`config.mk`:
```
export PLATFORM = sky130hd
export DESIGN_NAME = adc_control_status_registers
export DESIGN_NICKNAME = d
export VERILOG_FILES = /design/src/logic/adc_regs_pkg.sv /design/src/logic/overrange_detect.sv /design/src/logic/adc_control_status_registers.sv
export SDC_FILE = /design/constraint.sdc
export NUM_CORES = 1
export LEC_CHECK = 0
export ABC_AREA = 1
export BUFFER_PORTS_ARGS = -buffer_cell sky130_fd_sc_hd__buf_2
export CAP_MARGIN = 20
export CORE_UTILIZATION = 41
export CTS_BUF_LIST = sky130_fd_sc_hd__clkbuf_2 sky130_fd_sc_hd__clkbuf_4 sky130_fd_sc_hd__clkbuf_8
export CTS_CLUSTER_DIAMETER = 50
export CTS_CLUSTER_SIZE = 30
export DETAILED_ROUTE_END_ITERATION = 8
export PLACE_DENSITY = 0.74
export SYNTH_ARGS = -nofsm -noshare
export SYNTH_HDL_FRONTEND = slang
export SYNTH_SLANG_ARGS = --single-unit
```
`constraint.sdc`:
```
create_clock -name clock -period 1.9 [get_ports clock]
set_clock_uncertainty 0.05 [all_clocks]
set_input_delay 0.38 -clock clock [delete_from_list [all_inputs] [get_ports clock]]
set_output_delay 0.38 -clock clock [all_outputs]
set_load 0.02 [all_outputs]
```
`src/logic/adc_regs_pkg.sv`:
```
/*
  Constants, field positions and types of the converter's user register bank.
  Assumes the serial framing logic has already decoded address and data words.
*/
package adc_regs_pkg;
  // ---------------------------------------------------------------
  // Widths and addresses
  // ---------------------------------------------------------------
  localparam int ADDR_W = 16;
  localparam int DATA_W = 16;
  localparam int CONV_W = 32;
  localparam logic [ADDR_W-1:0] ADDR_CONTROL = 16'h0001;
  localparam logic [ADDR_W-1:0] ADDR_GAIN    = 16'h0004;
  localparam logic [ADDR_W-1:0] ADDR_THRESH  = 16'h0005;

  // ---------------------------------------------------------------
  // Control fields
  // ---------------------------------------------------------------
  localparam int BIT_RD_THRESH   = 14;
  localparam int BIT_RD_GAIN     = 13;
  localparam int BIT_RD_STATUS   = 11;
  localparam int BIT_SYNC        = 9;
  localparam int BIT_REF_BYPASS  = 7;
  localparam int BIT_POWER_OFF   = 3;
  localparam int BIT_LOW_POWER   = 2;
  localparam int BIT_REF_BUF_OFF = 1;
  localparam int BIT_AMP_DISABLE = 0;
  localparam logic [DATA_W-1:0] CTRL_KEEP_MASK = 16'h008F;
  localparam logic [DATA_W-1:0] CTRL_SELF_CLEAR_MASK = 16'h7A00;

  // ---------------------------------------------------------------
  // Reset values
  // ---------------------------------------------------------------
  localparam logic [DATA_W-1:0] CTRL_RESET   = 16'h0000;
  localparam logic [DATA_W-1:0] GAIN_RESET   = 16'hA000;
  localparam logic [DATA_W-1:0] GAIN_UNITY   = 16'h8000;
  localparam logic [DATA_W-1:0] THRESH_RESET = 16'hCCCC;
  localparam logic [DATA_W-1:0] ZERO_WORD    = 16'h0000;

  // ---------------------------------------------------------------
  // Status fields
  // ---------------------------------------------------------------
  localparam int ST_PART      = 15;
  localparam int ST_SETTLED   = 10;
  localparam int ST_ZERO      = 9;
  localparam int ST_OVR       = 8;
  localparam int ST_REF_ON    = 4;
  localparam int ST_AMP_USED  = 3;
  localparam int ST_LOW_POWER = 2;
  localparam int ST_DECIM_LSB = 0;
  localparam int DECIM_W      = 2;
  localparam logic [DATA_W-1:0] ST_FIXED_ONES = 16'h4040;

  // ---------------------------------------------------------------
  // Timing
  // ---------------------------------------------------------------
  localparam int FS_RUN_LIMIT   = 4;
  localparam int CLK_PERIOD_NS  = 4;
  localparam int SETTLE_TIME_NS = 100000;
  localparam int SETTLE_CYCLES  = (SETTLE_TIME_NS + CLK_PERIOD_NS - 1) / CLK_PERIOD_NS;

  typedef enum logic [1:0] {
    SEL_CONV   = 2'b00,
    SEL_THRESH = 2'b01,
    SEL_GAIN   = 2'b10,
    SEL_STATUS = 2'b11
  } read_sel_t;
endpackage : adc_regs_pkg

```
`src/logic/overrange_detect.sv`:
```
/*
  Overrange detector: threshold compare on first-stage filter output plus a
  run counter on the modulator full-scale indication.
  Assumes sample_mag is an unsigned magnitude, one pulse per first-stage sample.
*/
`timescale 1ns/10ps
module overrange_detect
  import adc_regs_pkg::*;
(
  input  wire logic              clock,
  input  wire logic              rst,
  input  wire logic              sample_valid,
  input  wire logic [DATA_W-1:0] sample_mag,
  input  wire logic [DATA_W-1:0] threshold,
  input  wire logic              mod_tick,
  input  wire logic              mod_over_fs,
  output logic                   overrange_flag
);
  localparam logic [2:0] RUN_LIMIT = 3'(FS_RUN_LIMIT);

  logic [2:0] run_r;
  logic       full_trip;

  // Fifth consecutive over-scale modulator sample trips at once
  assign full_trip = mod_tick && mod_over_fs && (run_r == RUN_LIMIT);

  always_ff @(posedge clock) begin
    if (rst) begin
      run_r <= 3'h0;
    end else if (mod_tick) begin
      if (!mod_over_fs) begin
        run_r <= 3'h0;
      end else if (run_r != RUN_LIMIT) begin
        run_r <= run_r + 3'h1;
      end
    end
  end

  // Trip wins over an in-range sample in the same cycle
  always_ff @(posedge clock) begin
    if (rst) begin
      overrange_flag <= 1'b0;
    end else if (full_trip) begin
      overrange_flag <= 1'b1;
    end else if (sample_valid) begin
      overrange_flag <= (sample_mag > threshold);
    end
  end

  property p_fs_trip;
    @(posedge clock) disable iff (rst)
    full_trip |=> overrange_flag;
  endproperty
  a_fs_trip: assert property (p_fs_trip) else $error("full-scale run did not trip");

  property p_thresh;
    @(posedge clock) disable iff (rst)
    sample_valid && (sample_mag > threshold) |=> overrange_flag;
  endproperty
  a_thresh: assert property (p_thresh) else $error("threshold exceed not flagged");

  property p_fs_cover;
    @(posedge clock) disable iff (rst)
    full_trip;
  endproperty
  c_fs_cover: cover property (p_fs_cover);
endmodule : overrange_detect

```
`src/logic/adc_control_status_registers.sv`:
```
/*
  User register bank of a sigma-delta converter: control, status, digital
  gain and overrange threshold, plus read selection and settling tracking.
  Assumes the serial port logic delivers decoded one-cycle write and read
  strobes in the clock domain, and that the filter datapath is outside.
*/
`timescale 1ns/10ps
module adc_control_status_registers
  import adc_regs_pkg::*;
#(
  parameter int                SETTLE_CNT = SETTLE_CYCLES,
  parameter logic              PART_IDENT = 1'b0 // Arbitrary value
)
(
  input  wire logic              clock,
  input  wire logic              rst,
  input  wire logic              wr_strobe,
  input  wire logic [ADDR_W-1:0] wr_addr,
  input  wire logic [DATA_W-1:0] wr_data,
  input  wire logic              rd_strobe,
  input  wire logic [CONV_W-1:0] conv_result,
  input  wire logic [DECIM_W-1:0] decimation_setting,
  input  wire logic              sample_valid,
  input  wire logic [DATA_W-1:0] sample_mag,
  input  wire logic              mod_tick,
  input  wire logic              mod_over_fs,
  output logic [CONV_W-1:0]      rd_data,
  output logic                   rd_valid,
  output logic                   sync_start,
  output logic                   power_off_bit,
  output logic                   low_power_flag,
  output logic                   ref_buf_off,
  output logic                   ref_bypass,
  output logic                   input_amp_disable,
  output logic [DATA_W-1:0]      digital_gain,
  output logic [DATA_W-1:0]      overrange_threshold,
  output logic                   filter_settled,
  output logic                   overrange_flag
);
  localparam int CNT_W = $clog2(SETTLE_CNT + 1);
  localparam logic [CNT_W-1:0] CNT_DONE = CNT_W'(SETTLE_CNT);
  localparam logic [CNT_W-1:0] CNT_ONE  = CNT_W'(1);
  localparam logic [CNT_W-1:0] CNT_ZERO = CNT_W'(0);

  // ---------------------------------------------------------------
  // Write decode
  // ---------------------------------------------------------------
  logic              ctrl_wr;
  logic              gain_wr;
  logic              thresh_wr;
  logic              sel_wr;
  logic [DATA_W-1:0] control_r;
  logic [DATA_W-1:0] control_nxt;
  logic [DATA_W-1:0] status_word;
  logic              range_det;
  read_sel_t         read_sel_r;
  read_sel_t         read_sel_nxt;
  logic [CNT_W-1:0]  settle_cnt_r;

  assign ctrl_wr   = wr_strobe && (wr_addr == ADDR_CONTROL);
  assign gain_wr   = wr_strobe && (wr_addr == ADDR_GAIN);
  assign thresh_wr = wr_strobe && (wr_addr == ADDR_THRESH);
  assign sel_wr    = ctrl_wr && (wr_data[BIT_RD_THRESH] || wr_data[BIT_RD_GAIN]
                                 || wr_data[BIT_RD_STATUS]);

  // Self-clearing bits act on the write only and are masked out of storage
  assign control_nxt = wr_data & CTRL_KEEP_MASK;

  // ---------------------------------------------------------------
  // Control register
  // ---------------------------------------------------------------
  always_ff @(posedge clock) begin
    if (rst) begin
      control_r <= CTRL_RESET;
    end else if (ctrl_wr) begin
      control_r <= control_nxt;
    end
  end

  assign power_off_bit     = control_r[BIT_POWER_OFF];
  assign low_power_flag    = control_r[BIT_LOW_POWER];
  assign ref_buf_off       = control_r[BIT_REF_BUF_OFF];
  assign input_amp_disable = control_r[BIT_AMP_DISABLE];

  // Bypass only meaningful with the buffer powered down
  always_ff @(posedge clock) begin
    if (rst) begin
      ref_bypass <= 1'b0;
    end else begin
      ref_bypass <= control_r[BIT_REF_BYPASS] && control_r[BIT_REF_BUF_OFF];
    end
  end

  // ---------------------------------------------------------------
  // Gain and threshold registers
  // ---------------------------------------------------------------
  // Power-down leaves these untouched so a wake-up needs no reload
  always_ff @(posedge clock) begin
    if (rst) begin
      digital_gain <= GAIN_RESET;
    end else if (gain_wr) begin
      digital_gain <= wr_data;
    end
  end

  always_ff @(posedge clock) begin
    if (rst) begin
      overrange_threshold <= THRESH_RESET;
    end else if (thresh_wr) begin
      overrange_threshold <= wr_data;
    end
  end

  // ---------------------------------------------------------------
  // Synchronisation pulse
  // ---------------------------------------------------------------
  always_ff @(posedge clock) begin
    if (rst) begin
      sync_start <= 1'b0;
    end else begin
      sync_start <= ctrl_wr && wr_data[BIT_SYNC];
    end
  end

  // ---------------------------------------------------------------
  // Filter settling
  // ---------------------------------------------------------------
  // Restarted by sync and held while powered down
  always_ff @(posedge clock) begin
    if (rst || sync_start || power_off_bit) begin
      settle_cnt_r <= CNT_ZERO;
    end else if (settle_cnt_r != CNT_DONE) begin
      settle_cnt_r <= settle_cnt_r + CNT_ONE;
    end
  end

  always_ff @(posedge clock) begin
    if (rst || sync_start || power_off_bit) begin
      filter_settled <= 1'b0;
    end else begin
      filter_settled <= (settle_cnt_r == CNT_DONE);
    end
  end

  // ---------------------------------------------------------------
  // Overrange
  // ---------------------------------------------------------------
  overrange_detect u_range (
    .clock          (clock),
    .rst            (rst),
    .sample_valid   (sample_valid),
    .sample_mag     (sample_mag),
    .threshold      (overrange_threshold),
    .mod_tick       (mod_tick),
    .mod_over_fs    (mod_over_fs),
    .overrange_flag (range_det)
  );

  always_ff @(posedge clock) begin
    if (rst) begin
      overrange_flag <= 1'b0;
    end else begin
      overrange_flag <= range_det;
    end
  end

  // ---------------------------------------------------------------
  // Status word
  // ---------------------------------------------------------------
  always_comb begin
    status_word                           = ST_FIXED_ONES;
    status_word[ST_PART]                  = PART_IDENT;
    status_word[ST_SETTLED]               = filter_settled;
    status_word[ST_ZERO]                  = 1'b0;
    status_word[ST_OVR]                   = range_det;
    status_word[ST_REF_ON]                = !ref_buf_off && !power_off_bit;
    status_word[ST_AMP_USED]              = !input_amp_disable && !power_off_bit;
    status_word[ST_LOW_POWER]             = low_power_flag;
    status_word[ST_DECIM_LSB+:DECIM_W]    = decimation_setting;
  end

  // ---------------------------------------------------------------
  // Read selection
  // ---------------------------------------------------------------
  // Fixed priority if a host breaks the one-select-per-write convention
  always_comb begin
    read_sel_nxt = read_sel_r;
    if (rd_strobe) begin
      read_sel_nxt = SEL_CONV;
    end
    if (ctrl_wr) begin
      if (wr_data[BIT_RD_THRESH]) begin
        read_sel_nxt = SEL_THRESH;
      end else if (wr_data[BIT_RD_GAIN]) begin
        read_sel_nxt = SEL_GAIN;
      end else if (wr_data[BIT_RD_STATUS]) begin
        read_sel_nxt = SEL_STATUS;
      end
    end
  end

  always_ff @(posedge clock) begin
    if (rst) begin
      read_sel_r <= SEL_CONV;
    end else begin
      read_sel_r <= read_sel_nxt;
    end
  end

  // ---------------------------------------------------------------
  // Read data
  // ---------------------------------------------------------------
  // Register contents go out in the upper word, low word zero
  always_ff @(posedge clock) begin
    if (rst) begin
      rd_data <= {ZERO_WORD, ZERO_WORD};
    end else if (rd_strobe) begin
      unique case (read_sel_r)
        SEL_CONV:   rd_data <= conv_result;
        SEL_THRESH: rd_data <= {overrange_threshold, ZERO_WORD};
        SEL_GAIN:   rd_data <= {digital_gain, ZERO_WORD};
        SEL_STATUS: rd_data <= {status_word, ZERO_WORD};
      endcase
    end
  end

  always_ff @(posedge clock) begin
    if (rst) begin
      rd_valid <= 1'b0;
    end else begin
      rd_valid <= rd_strobe;
    end
  end

  // ---------------------------------------------------------------
  // Assertions
  // ---------------------------------------------------------------
  property p_rd_thresh;
    @(posedge clock) disable iff (rst)
    rd_strobe && (read_sel_r == SEL_THRESH) && !thresh_wr
      |=> rd_valid && (rd_data == {overrange_threshold, ZERO_WORD});
  endproperty
  a_rd_thresh: assert property (p_rd_thresh) else $error("threshold read wrong");

  property p_rd_gain;
    @(posedge clock) disable iff (rst)
    rd_strobe && (read_sel_r == SEL_GAIN) && !gain_wr
      |=> rd_valid && (rd_data == {digital_gain, ZERO_WORD});
  endproperty
  a_rd_gain: assert property (p_rd_gain) else $error("gain read wrong");

  property p_rd_status;
    @(posedge clock) disable iff (rst)
    rd_strobe && (read_sel_r == SEL_STATUS)
      |=> rd_data[CONV_W-1-:DATA_W] == $past(status_word);
  endproperty
  a_rd_status: assert property (p_rd_status) else $error("status read wrong");

  property p_sync;
    @(posedge clock) disable iff (rst)
    ctrl_wr && wr_data[BIT_SYNC] |=> sync_start
      ##1 (!filter_settled && (sync_start == $past(ctrl_wr && wr_data[BIT_SYNC])));
  endproperty
  a_sync: assert property (p_sync) else $error("sync did not restart");

  property p_self_clear;
    @(posedge clock) disable iff (rst)
    ctrl_wr |=> (control_r & CTRL_SELF_CLEAR_MASK) == ZERO_WORD;
  endproperty
  a_self_clear: assert property (p_self_clear) else $error("self-clear bit kept");

  property p_bypass;
    @(posedge clock) disable iff (rst)
    ##1 ref_bypass == $past(control_r[BIT_REF_BYPASS] && control_r[BIT_REF_BUF_OFF]);
  endproperty
  a_bypass: assert property (p_bypass) else $error("bypass without buffer off");

  property p_power;
    @(posedge clock) disable iff (rst)
    ctrl_wr && wr_data[BIT_POWER_OFF] |=> power_off_bit && $stable(digital_gain)
      && $stable(overrange_threshold) ##1 !filter_settled;
  endproperty
  a_power: assert property (p_power) else $error("power-down misbehaved");

  property p_reset;
    @(posedge clock)
    rst |=> (control_r == CTRL_RESET) && (digital_gain == GAIN_RESET)
      && (overrange_threshold == THRESH_RESET) && (read_sel_r == SEL_CONV);
  endproperty
  a_reset: assert property (p_reset) else $error("bad reset value");

  property p_status_fixed;
    @(posedge clock) disable iff (rst)
    !status_word[ST_ZERO] && (status_word[ST_PART] == PART_IDENT)
      && (status_word[ST_DECIM_LSB+:DECIM_W] == decimation_setting);
  endproperty
  a_status_fixed: assert property (p_status_fixed) else $error("status fixed bits");

  property p_consume;
    @(posedge clock) disable iff (rst)
    rd_strobe && !sel_wr |=> read_sel_r == SEL_CONV;
  endproperty
  a_consume: assert property (p_consume) else $error("select not consumed");

  property p_settle;
    @(posedge clock) disable iff (rst)
    $rose(filter_settled) |-> $past(settle_cnt_r) == CNT_DONE;
  endproperty
  a_settle: assert property (p_settle) else $error("settled too early");

  property p_cov_thresh;
    @(posedge clock) disable iff (rst)
    rd_strobe && (read_sel_r == SEL_THRESH);
  endproperty
  c_cov_thresh: cover property (p_cov_thresh);

  property p_cov_sync;
    @(posedge clock) disable iff (rst)
    sync_start;
  endproperty
  c_cov_sync: cover property (p_cov_sync);

  property p_cov_settled;
    @(posedge clock) disable iff (rst)
    $rose(filter_settled);
  endproperty
  c_cov_settled: cover property (p_cov_settled);
endmodule : adc_control_status_registers

```
* Word level (Yosys, flattened, before mapping)
Cells that the tools add are included.
** Storage, ports and cells
- Bits in registers :: 95
- Input bits :: 89
- Output and inout port bits :: 73
- Word-level logic and storage cells :: 54
** Operators by class
- Add/subtract/negate cells :: 2
- Magnitude comparators :: 1
- Equality and inequality tests :: 11
- Multiplexer cells :: 10
- Reduce and logical (&&, ||, !) cells :: 17
** Operator list (count)
- $pmux W32 S4 :: 1
- $eq A16 B3 Y1 const B :: 2
- $eq A16 B1 Y1 const B :: 1
- $gt A16 B16 Y1 :: 1
- $add A15 B1 Y15 const B :: 1
- $eq A15 B15 Y1 const B :: 1
- $ne A15 B15 Y1 const B :: 1
- $mux W2 :: 5
- $logic_and A1 B1 Y1 :: 9
- $mux W3 :: 2
- $eq A2 B2 Y1 const B :: 2
- $add A3 B1 Y3 const B :: 1
- $eq A3 B3 Y1 const B :: 1
- $logic_not A1 Y1 :: 3
- $ne A3 B3 Y1 const B :: 1
- $eq A2 B1 Y1 const B :: 1
- $logic_not A2 Y1 :: 1
- $logic_or A1 B1 Y1 :: 2
- $mux W1 :: 2
- $ne A2 B1 Y1 const B :: 1
- $reduce_and A2 Y1 :: 1
- $reduce_bool A2 Y1 :: 1

* Depth between registers and ports, before layout
Gate-level depths: netlist (run 1).
- Word-level depth :: 5
- Depth in mapped cells :: 13
- Depth with buffers taken out :: 13

* Modules after synthesis
Synthesis (run 1) repeated with hierarchy kept, for this count alone.
** Second synthesis, totals
- Cell total of the unflattened synthesis :: 676
- Area total of the unflattened synthesis :: 4788.3 µm²
** Modules (own cells, without submodules)
- adc_control_status_registers :: instances 1, cells each 578, area each 4147.7 µm², sequential area each 1821.7 µm²
- overrange_detect :: instances 1, cells each 98, area each 640.6 µm², sequential area each 80.1 µm²

* Worst setup path after synthesis (run 1)
Ideal clock, no wire load.
- Path kind :: flip-flop to flip-flop
- From :: register overrange_threshold[7]
- To :: register u_range.overrange_flag
- Library setup time :: 0.120 ns
- Data arrival time :: 1.283 ns
- Required time :: 1.730 ns
- Slack :: 0.448 ns
- Cell stages (with the launch flop) :: 10
- Path buffers :: 0
- Period minus slack after synthesis :: 1.452 ns
- Cells stage by stage :: dfxtp_1 inv_1 ha_1 a21o_1 nor2_1 nand2_1 nand2_1 nand2_1 nand2_1 a21oi_1
** On the way
- Word-level cells in the longest chain between the ends :: 3
** Ends and longest elaborated chain
- from (decl) :: RTL line adc_control_status_registers.sv:36 : output logic [DATA_W-1:0] overrange_threshold,
- from (signal assigned) :: RTL line adc_control_status_registers.sv:110 : overrange_threshold <= wr_data;
- $gt A16 B16 Y1 :: RTL line overrange_detect.sv:46 : overrange_flag <= (sample_mag > threshold);
- $mux W1 :: RTL line overrange_detect.sv:45 : end else if (sample_valid) begin
- $mux W1 :: RTL line overrange_detect.sv:43 : end else if (full_trip) begin
- to (signal assigned) :: RTL line overrange_detect.sv:46
- to (decl) :: RTL line overrange_detect.sv:17 : output logic overrange_flag
No other way between the ends. The select of a mux whose other input is x is not followed.
A chain may end at the register's enable or synchronous reset.

* Worst setup path after layout (run 1)
- From :: register settle_cnt_r[0]
- To :: register settle_cnt_r[12]
** On the way
- Word-level cells in the longest chain between the ends :: 1
- Elaborated cells on any way between the ends :: 2
- Classes of those cells :: add/sub: 1; eq/ne: 1
** Ends and longest elaborated chain
- from (decl) :: RTL line adc_control_status_registers.sv:58 : logic [CNT_W-1:0] settle_cnt_r;
- from (signal assigned) :: RTL line adc_control_status_registers.sv:133 : settle_cnt_r <= settle_cnt_r + CNT_ONE;
- $add A15 B1 Y15 / $ne A15 B15 Y1 (equally long branches) :: RTL line adc_control_status_registers.sv:133, adc_control_status_registers.sv:132
Parallel ways exist; a longest one is shown, timed or not.

==> results of run 1 <==
==> registers in the layout (all words and copies together), names as in the netlist <==
name and cells:
rd_valid 1, overrange_threshold 16, filter_settled 1, overrange_flag 1, ref_bypass 1, u_range.overrange_flag 1
digital_gain 16, sync_start 1, settle_cnt_r 15, control_r 5, rd_data 32, read_sel_r 2
u_range.run_r 3
==> routing by layer <==
metal	vias to the layer above	track usage, %	share of wire [%]
met5	-	0	0
met1	2036	28.5	45
li1	2391	-	-
met3	21	3.89	7.7
met2	186	35.3	45
met4	0	9.56	2.5
==> power by group through the flow <==
stage	registers, mW	logic (mW)	clock network [mW]
final	2.07	0.469	1.38
after global routing	2.08	0.528	1.49
after CTS	2.07	0.471	1.42
after detailed placement	2.12	0.470	0
after global placement	2.12	0.467	0
after floorplan	2.18	0.192	0
==> cells in the final DEF, fill, tap and decap left out, drive strengths merged, types with 2 or more instances in the layout <==
master	instances
buf	174
nand2	130
inv	101
dfxtp	95
o21ai	69
a21oi	68
nor2	55
ha	20
nand3	14
clkbuf	12
nand4	11
o211ai	11
nor3	8
a31oi	7
a41oi	4
nor4	2
o221ai	2
or2	2
o2111ai	2
o22ai	2
clkinv	2
==> final timing paths <==
check | startpoint | to
hold reg to reg | control_r[7] | control_r[7]
setup reg to reg | settle_cnt_r[0] | settle_cnt_r[12]
setup / recovery | settle_cnt_r[0] | settle_cnt_r[12]
hold / removal | conv_result[1] | rd_data[1]
==> layout make-up <==
| class | instances | area, um2 |
|---|---|---|
| Clock buffer | 12 | 153 |
| Clock inverter | 4 | 55.1 |
| Timing Repair Buffer | 174 | 941 |
| Sequential cell | 95 | 1900 |
| Multi-Input combinational cell | 411 | 2220 |
| Fill cell | 1074 | 5150 |
| Inverter | 101 | 379 |
| Tap cell | 140 | 175 |
==> critical path, stage by stage (launching register included) <==
cell and delay [ps]:
dfxtp_1 390, ha_1 230, nand2_1 100, nor2_1 170, nand2_1 110, nor2_1 180, nand2_1 90, o21ai_0 170
a21oi_1 50
==> through the flow <==
step / util [%] / hold WS, ps / cells
6_report: 53.1 / 212 / 937
5_1_grt: 53.1 / 200 / 937
2_1_floorplan: - / 367 / 635
3_3_place_gp: 51.2 / 394 / 921
4_1_cts: 53.1 / 187 / 937
3_5_place_dp: 51.2 / 406 / 921
==> logic make-up after synthesis <==
| family | Yosys count | synth area share (%) |
|---|---|---|
| AND/OR/NAND/NOR | 223 | 21.6 |
| AO/OA/AOI/OAI | 167 | 20.5 |
| buffers and inverters | 129 | 11.7 |
| flip-flops | 95 | 40.7 |
| adder cells (fa/ha/maj) | 20 | 5.36 |
| XOR/XNOR | 1 | 0.188 |
==> synth_stat cells, drive strengths merged, types with 4 or more instances <==
master  count
buf        13
a41oi       4
nor3        8
nand2     130
dfxtp      95
a21oi      68
nand3      14
inv       101
o211ai     11
nor2       55
ha         20
o21ai      69
nand4      11
clkbuf     15
a31oi       7
==> results.toml, run 1 <==
[yosys]
synthArstFlopShare_pct = 0
syn_area_um2 = 4670
synth.area.top_cells = "dfxtp_1, nand2_1, inv_1"
syn_area_per_cell_um2 = 7.36
synth_nets = 744
synth.distinct_cells = 37
ys.flop_type = "dfxtp_1"
synthCells = 635
ys_ff_latch = 95
ys_warn_count = 0
synth_edf_count = 0
ys_seq_area_share_pct = 40.7
yosysTopAreaCell = "dfxtp_1"
synth_top_area_share_pct = 40.7

[die]
die_w_um = 109
start_util_pct = 42.5
ioPinCount = 162
core_area_um2 = 11000
die_area_um2 = 11800
rows = 38
die_h_um = 109

[pwr]
pwr-share-comb_pct = 11.9
pwr-share-clk_pct = 35.2
p_sw_share_pct = 25.7
p_sw_mw = 1.01
p_int_mw = 2.92
total_power_mw = 3.93
power_density_nw_per_um2 = 674
ir_drop_uv = 274
pwr-share-seq_pct = 52.8
power_leakage_nw = 2.88

[clocking]
clkSinkCount = 95
cts_max_level = 3
hold_buffers = 0
worstSkewPairLatency_ps = 360
postCtsSetupRepairBufs = 0
numCtsBuffers = 9
cts_resized = 0
cts_tree = "yes"
path_clk_slew_ps = 90
ctsLongestPathBuffers = 2
root_buffer = "clkbuf_8"

[status]
status = "finished clean"

[placed_design]
hpwl_um = 9660
placed_area_um2 = 5620
pre_cts_slack_ps = 245
gp_congestion = 0.885
port_buffers = 161

[flow_run]
drv_cap = 0

[layout]
syn2layout_area_growth_pct = 24.7
drive_above_1_share_pct = 27.9
nNetsFinal = 901
fin_area_um2 = 5830
num_antenna_cells = 0

[grt]
track_usage_pct = 21.9
grt_pass1_vias = 4144
grt_pass1_wl_um = 19900
antenna_found_initial = 0
grt_overflow_total = 0
grt_start_max_net_pins = 33

[timing]
relSlewSlack_pct = 74.0
fmax_mhz = 604
period_minus_slack_ps = 1660
hold_violations = 0
rsz0062_at_grt = "no"
drv_slew = 0
fin_ws_ps = 243
tightest_slew_ps = 387
timing.final.crit_share_pct = 87.2
finalSetupTns_ps = 0
setup_violations = 0

[route]
antenna_left = 0
drc = 0
drt_iter0_drc = 302
avgViaCountPerCell = 4.95
vias = 4634
drt_pre_antenna_iters = 5
routed_wl_um = 12400
wl_per_cell_um = 13.2

[worst_setup_path]
r2r_slack_ps = 240
crit_required_ps = 2100
path_class = "reg -> reg"
path_max_fanout = 5
cp.arrival_ps = 1860
cp-start-kind = "flip-flop"
endpoint_kind = "flip-flop"
r2r_cells = 8

[hold_path]
min_delay_path_depth = 3
hold_class = "in -> reg"
No activity file was read; power rests on OpenSTA's default activity.
==> run 2: changes to the inputs <==
--- a/config.mk
+++ b/config.mk
@@ -10,3 +10,3 @@
 export CAP_MARGIN = 20
-export CORE_UTILIZATION = 41
+export CORE_UTILIZATION = 50
 export CTS_BUF_LIST = sky130_fd_sc_hd__clkbuf_2 sky130_fd_sc_hd__clkbuf_4 sky130_fd_sc_hd__clkbuf_8
@@ -15,3 +15,3 @@
 export DETAILED_ROUTE_END_ITERATION = 8
-export PLACE_DENSITY = 0.74
+export PLACE_DENSITY = 0.86
 export SYNTH_ARGS = -nofsm -noshare
==> constraint.sdc (replaced) <==
create_clock -name clock -period 1.9 [get_ports clock]
set_clock_uncertainty 0.05 [all_clocks]
set_input_delay 0.095 -clock clock [delete_from_list [all_inputs] [get_ports clock]]
set_output_delay 0.095 -clock clock [all_outputs]
set_load 0.02 [all_outputs]
==> results.toml, run 2 (same netlist as run 1, synthesis figures left out) <==
[clocking]
path_clk_slew_ps = 90
numCtsBuffers = 9
postCtsSetupRepairBufs = 0
root_buffer = "clkbuf_8"
cts_tree = "yes"
worstSkewPairLatency_ps = 360
ctsLongestPathBuffers = 2
clkSinkCount = 95
cts_max_level = 3

[route]
routed_wl_um = 14100
avgViaCountPerCell = 5.33
wl_per_cell_um = 14.9
drt_pre_antenna_iters = 5
vias = 5057
drc = 0
antenna_left = 0
drt_iter0_drc = 334

[layout]
largestRegisters = "rd_data x32, digital_gain x16, overrange_threshold x16"
layout.cells.non_filler = 949
final_common_cell = "buf_2"
largest_reg_flops = 32
top_register = "rd_data"
final_cell_mix = "buf_2, nand2_1, inv_1, dfxtp_1, a21oi_1"
drive_above_1_share_pct = 26.0
nNetsFinal = 945
syn2layout_area_growth_pct = 33.7
num_antenna_cells = 0

[pwr]
pwr-share-comb_pct = 13.5
ir_drop_uv = 343
pwr-share-clk_pct = 36.2
p_sw_mw = 1.04
p_sw_share_pct = 25.2
power_density_nw_per_um2 = 661
power_leakage_nw = 3.06
pwr-share-seq_pct = 50.4
p_int_mw = 3.09

[timing]
finalSetupTns_ps = 0
hold_violations = 0
tightest_slew_ps = 532
relSlewSlack_pct = 64.5
drv_slew = 0
fmax_mhz = 576
setup_violations = 0
timing.final.crit_share_pct = 91.4
period_minus_slack_ps = 1740
rsz0062_at_grt = "no"
fin_ws_ps = 163

[die]
ioPinCount = 162
die_h_um = 98.7
die_w_um = 98.7
die_area_um2 = 9730
rows = 34
start_util_pct = 52.5
core_area_um2 = 8890

[grt]
grt_pass1_vias = 4920
grt_start_max_net_pins = 56
grt_overflow_total = 0
grt_pass1_wl_um = 23200
track_usage_pct = 30.1
antenna_found_initial = 0

[worst_setup_path]
cp.arrival_ps = 1990
endpoint_kind = "flip-flop"
cp-start-kind = "flip-flop"
path_class = "reg -> reg"
path_max_fanout = 4
crit_required_ps = 2150

[hold_path]
hold_class = "in -> reg"

[placed_design]
dp_cells = 885
pre_cts_slack_ps = 220
port_buffers = 161
hpwl_um = 9820
gp_congestion = 0.911

[flow_run]
drv_cap = 0

[status]
status = "finished clean"
-- run 2: cell types whose count changed in the layout (fill, tap and decap cells not counted) --
cell	previous run	this run
dlygate4sd3_1	0	48
bufinv_16	1	2
nor2_2	3	4
clkinv_2	0	1
nor2_1	50	49
clkbuf_4	2	1
buf_4	10	7
clkinv_4	2	1
buf_12	3	2
-- run 2: stage by stage --
stage	area (um2)	hold WS (ps)	total power, mW	util [%]
global route	6250	32.4	4.28	70.3
global placement	5540	294	2.57	62.3
detailed placement	5540	299	2.59	62.3
floorplan	4670	172	2.37	-
finish	6250	25.0	4.13	70.3
CTS	6240	7.98	4.13	70.2
-- run 2: worst paths after layout --
| kind | start | to | slack, ps | cells after the start |
|---|---|---|---|---|
| worst max-delay path | u_range.run_r[0] | u_range.run_r[0] | 160 | 6 |
| worst min-delay path | wr_data[13] | overrange_threshold[13] | 20 | 3 |
| worst max register to register | u_range.run_r[0] | u_range.run_r[0] | 160 | 6 |
| worst min register to register | u_range.overrange_flag | overrange_flag | 410 | 2 |
-- run 2: what timing repair did --
item / 4_1_cts / 5_1_grt
setup endpoints to repair: 0 / 1
resized for setup: 0 / 1
hold buffers: 48 / 0
hold endpoints to repair: 54 / 0
-- run 2: power by group through the flow --
stage          Combinational (mW)  Sequential, mW  Clock [mW]
2_1_floorplan               0.192            2.18           0
3_3_place_gp                0.452            2.12           0
3_5_place_dp                0.466            2.12           0
4_1_cts                     0.543            2.08        1.51
5_1_grt                     0.609            2.09        1.59
6_report                    0.555            2.08        1.49
-- run 2: critical path, stage by stage (launching register included) --
cell and delay [ps]:
dfxtp_1 370, inv_1 70, ha_1 200, nand3_1 140, nand4_1 120, dlygate4sd3_1 600
a21oi_1 130
-- run 2: cell type report --
type,count,area (um2)
clock buffer,11,145
clock inverter,5,81.3
fill,697,2640
inverter,101,379
multi-input combinational,411,2230
sequential,95,1900
tap,108,135
timing repair buffer,218,1380
-- run 2: layer usage --
metal	vias to the layer above	share of wire (%)	track usage, %
li1	2472	-	-
met1	2264	39	34.8
met2	266	47	51.4
met3	55	9.2	6.88
met4	0	4.6	17.3
met5	-	0	0
==> run 3: changes to the inputs <==
Settings changed: BUFFER_PORTS_ARGS -buffer_cell sky130_fd_sc_hd__buf_2 to -buffer_cell sky130_fd_sc_hd__buf_4, CELL_PAD_IN_SITES_DETAIL_PLACEMENT set to 1, CELL_PAD_IN_SITES_GLOBAL_PLACEMENT set to 1, CORE_UTILIZATION 50 to 36, PLACE_DENSITY 0.86 to 0.88.
==> results.toml, run 3 (same netlist as run 1, synthesis figures left out) <==
[layout]
nNetsFinal = 948
fill_cells = 1599
syn2layout_area_growth_pct = 43.6
final_common_cell = "buf_4"
top_register = "rd_data"
final_cell_mix = "buf_4, nand2_1, inv_1, dfxtp_1, a21oi_1"
drive_above_1_share_pct = 26.2
largestRegisters = "rd_data x32, digital_gain x16, overrange_threshold x16"
largest_reg_flops = 32

[flow_run]
drv_cap = 0

[timing]
drv_slew = 0
relSlewSlack_pct = 55.4
rsz0062_at_grt = "no"
hold_violations = 0
setup_violations = 0
period_minus_slack_ps = 1790
tightest_slew_ps = 669
fmax_mhz = 559
fin_ws_ps = 112
finalSetupTns_ps = 0
timing.final.crit_share_pct = 94.1

[worst_setup_path]
r2r_slack_ps = 110
path_cells = "inv_1 -> ha_1 -> nand2_1 -> nor2_1 -> nand2_1 -> inv_1 -> nand2_1 -> nand2_1 -> nand2_1 -> a21oi_1"
cp-start-kind = "flip-flop"
critPathSlowestCell = "dfxtp_1"
worstSetupEndpoint = "u_range.overrange_flag"
slowest_delay_ps = 460
cp_num_buf_inv = 2
crit_family = "simple AND/OR/NAND/NOR gates"
cp.arrival_ps = 2030
r2r_cells = 10
r2r-start = "overrange_threshold[11]"
endpoint_kind = "flip-flop"
r2r-end = "u_range.overrange_flag"
path_max_fanout = 4
crit_top_cell = "nand2_1"
crit_required_ps = 2150
path_class = "reg -> reg"
setup.worst_path.start = "overrange_threshold[11]"
cp_num_cells = 10

[placed_design]
hpwl_um = 12100
port_buffers = 161
pre_cts_slack_ps = 179
gp_congestion = 0.802

[grt]
grt_overflow_total = 0
grt_pass1_vias = 5758
track_usage_pct = 28.5
grt_pass1_wl_um = 29000
grt_start_max_net_pins = 46
antenna_found_initial = 1

[route]
wl_per_cell_um = 18.4
drt_iter0_drc = 288
avgViaCountPerCell = 5.20
vias = 5289
drc = 0
drt_pre_antenna_iters = 4
antenna_left = 0
routed_wl_um = 18700

[die]
rows = 41
ioPinCount = 162
core_area_um2 = 12600
die_w_um = 116
die_area_um2 = 13400
start_util_pct = 37.0
die_h_um = 116

[clocking]
numCtsBuffers = 9
postCtsSetupRepairBufs = 0
ctsLongestPathBuffers = 2
root_buffer = "clkbuf_8"
worstSkewPairLatency_ps = 370
cts_tree = "yes"
cts_max_level = 3
path_clk_slew_ps = 90
clkSinkCount = 95

[hold_path]
hold_class = "in -> reg"

[pwr]
power_density_nw_per_um2 = 617
power_leakage_nw = 3.16
ir_drop_uv = 306

[status]
status = "finished clean"
run 3: changes by cell type in the layout (fill, tap and decap cells not counted), sizes merged:
cell | previous run | this run
buf | 170 | 171
dlygate4sd3 | 48 | 50
clkinv | 2 | 3
clkbuf | 11 | 12
clkinvlp | 1 | 0
diode | 0 | 1
bufinv | 2 | 1
run 3: how the worst min path moves through the flow:
stage / start / to / slack, ps / cells past startpoint
finish: conv_result[26] / rd_data[26] / 10 / 3
global route: conv_result[26] / rd_data[26] / 20 / 3
CTS: conv_result[26] / rd_data[26] / 3 / 3
detailed placement: conv_result[4] / rd_data[4] / 310 / 3
global placement: wr_data[14] / digital_gain[14] / 300 / 3
floorplan: wr_data[9] / sync_start / 170 / 2
run 3: worst register-to-register path, stage by stage (launching register included):
cell,delay (ps)
dfxtp_1,460
inv_1,100
ha_1,330
nand2_1,90
nor2_1,190
nand2_1,100
inv_1,80
nand2_1,60
nand2_1,60
nand2_1,70
a21oi_1,150
run 3: metrics by stage:
stage	hold WS [ps]	cells	util, %	power (mW)	instance area [um2]
2_1_floorplan	172	635	-	2.37	4670
3_3_place_gp	296	950	47.6	2.65	6000
3_5_place_dp	311	950	47.6	2.68	6000
4_1_cts	3.22	1016	53.1	4.14	6700
5_1_grt	17.0	1017	53.2	4.30	6710
6_report	12.6	1017	53.2	4.14	6710
run 3: power by group:
group	internal [mW]	total, mW	leakage (nW)	switching (mW)
Combinational	0.326	0.660	2.28	0.334
Clock	0.670	1.40	0.107	0.731
Sequential	2.05	2.08	0.775	0.0347
run 3: layer usage:
| metal | track usage [%] | share of wire [%] |
|---|---|---|
| met2 | 51.6 | 51 |
| met5 | 0 | 0 |
| met3 | 5.54 | 5.3 |
| met4 | 18.5 | 5.7 |
| met1 | 30.2 | 38 |
run 3: area by class of cell:
| type | count | area (um2) | area share (%) |
|---|---|---|---|
| inverter | 101 | 379 | 5.65 |
| timing repair buffer | 221 | 1780 | 26.6 |
| tap | 172 | 215 | 3.21 |
| clock buffer | 12 | 153 | 2.28 |
| sequential | 95 | 1900 | 28.3 |
| multi-input combinational | 411 | 2230 | 33.2 |
| antenna | 1 | 2.50 | 0.0373 |
| clock inverter | 4 | 45.0 | 0.671 |
run 3: repair_timing:
action | in CTS | in global routing
gates resized for setup | 0 | 2
setup endpoints to repair | 0 | 1
hold endpoints to repair | 68 | 0
hold buffers | 50 | 0
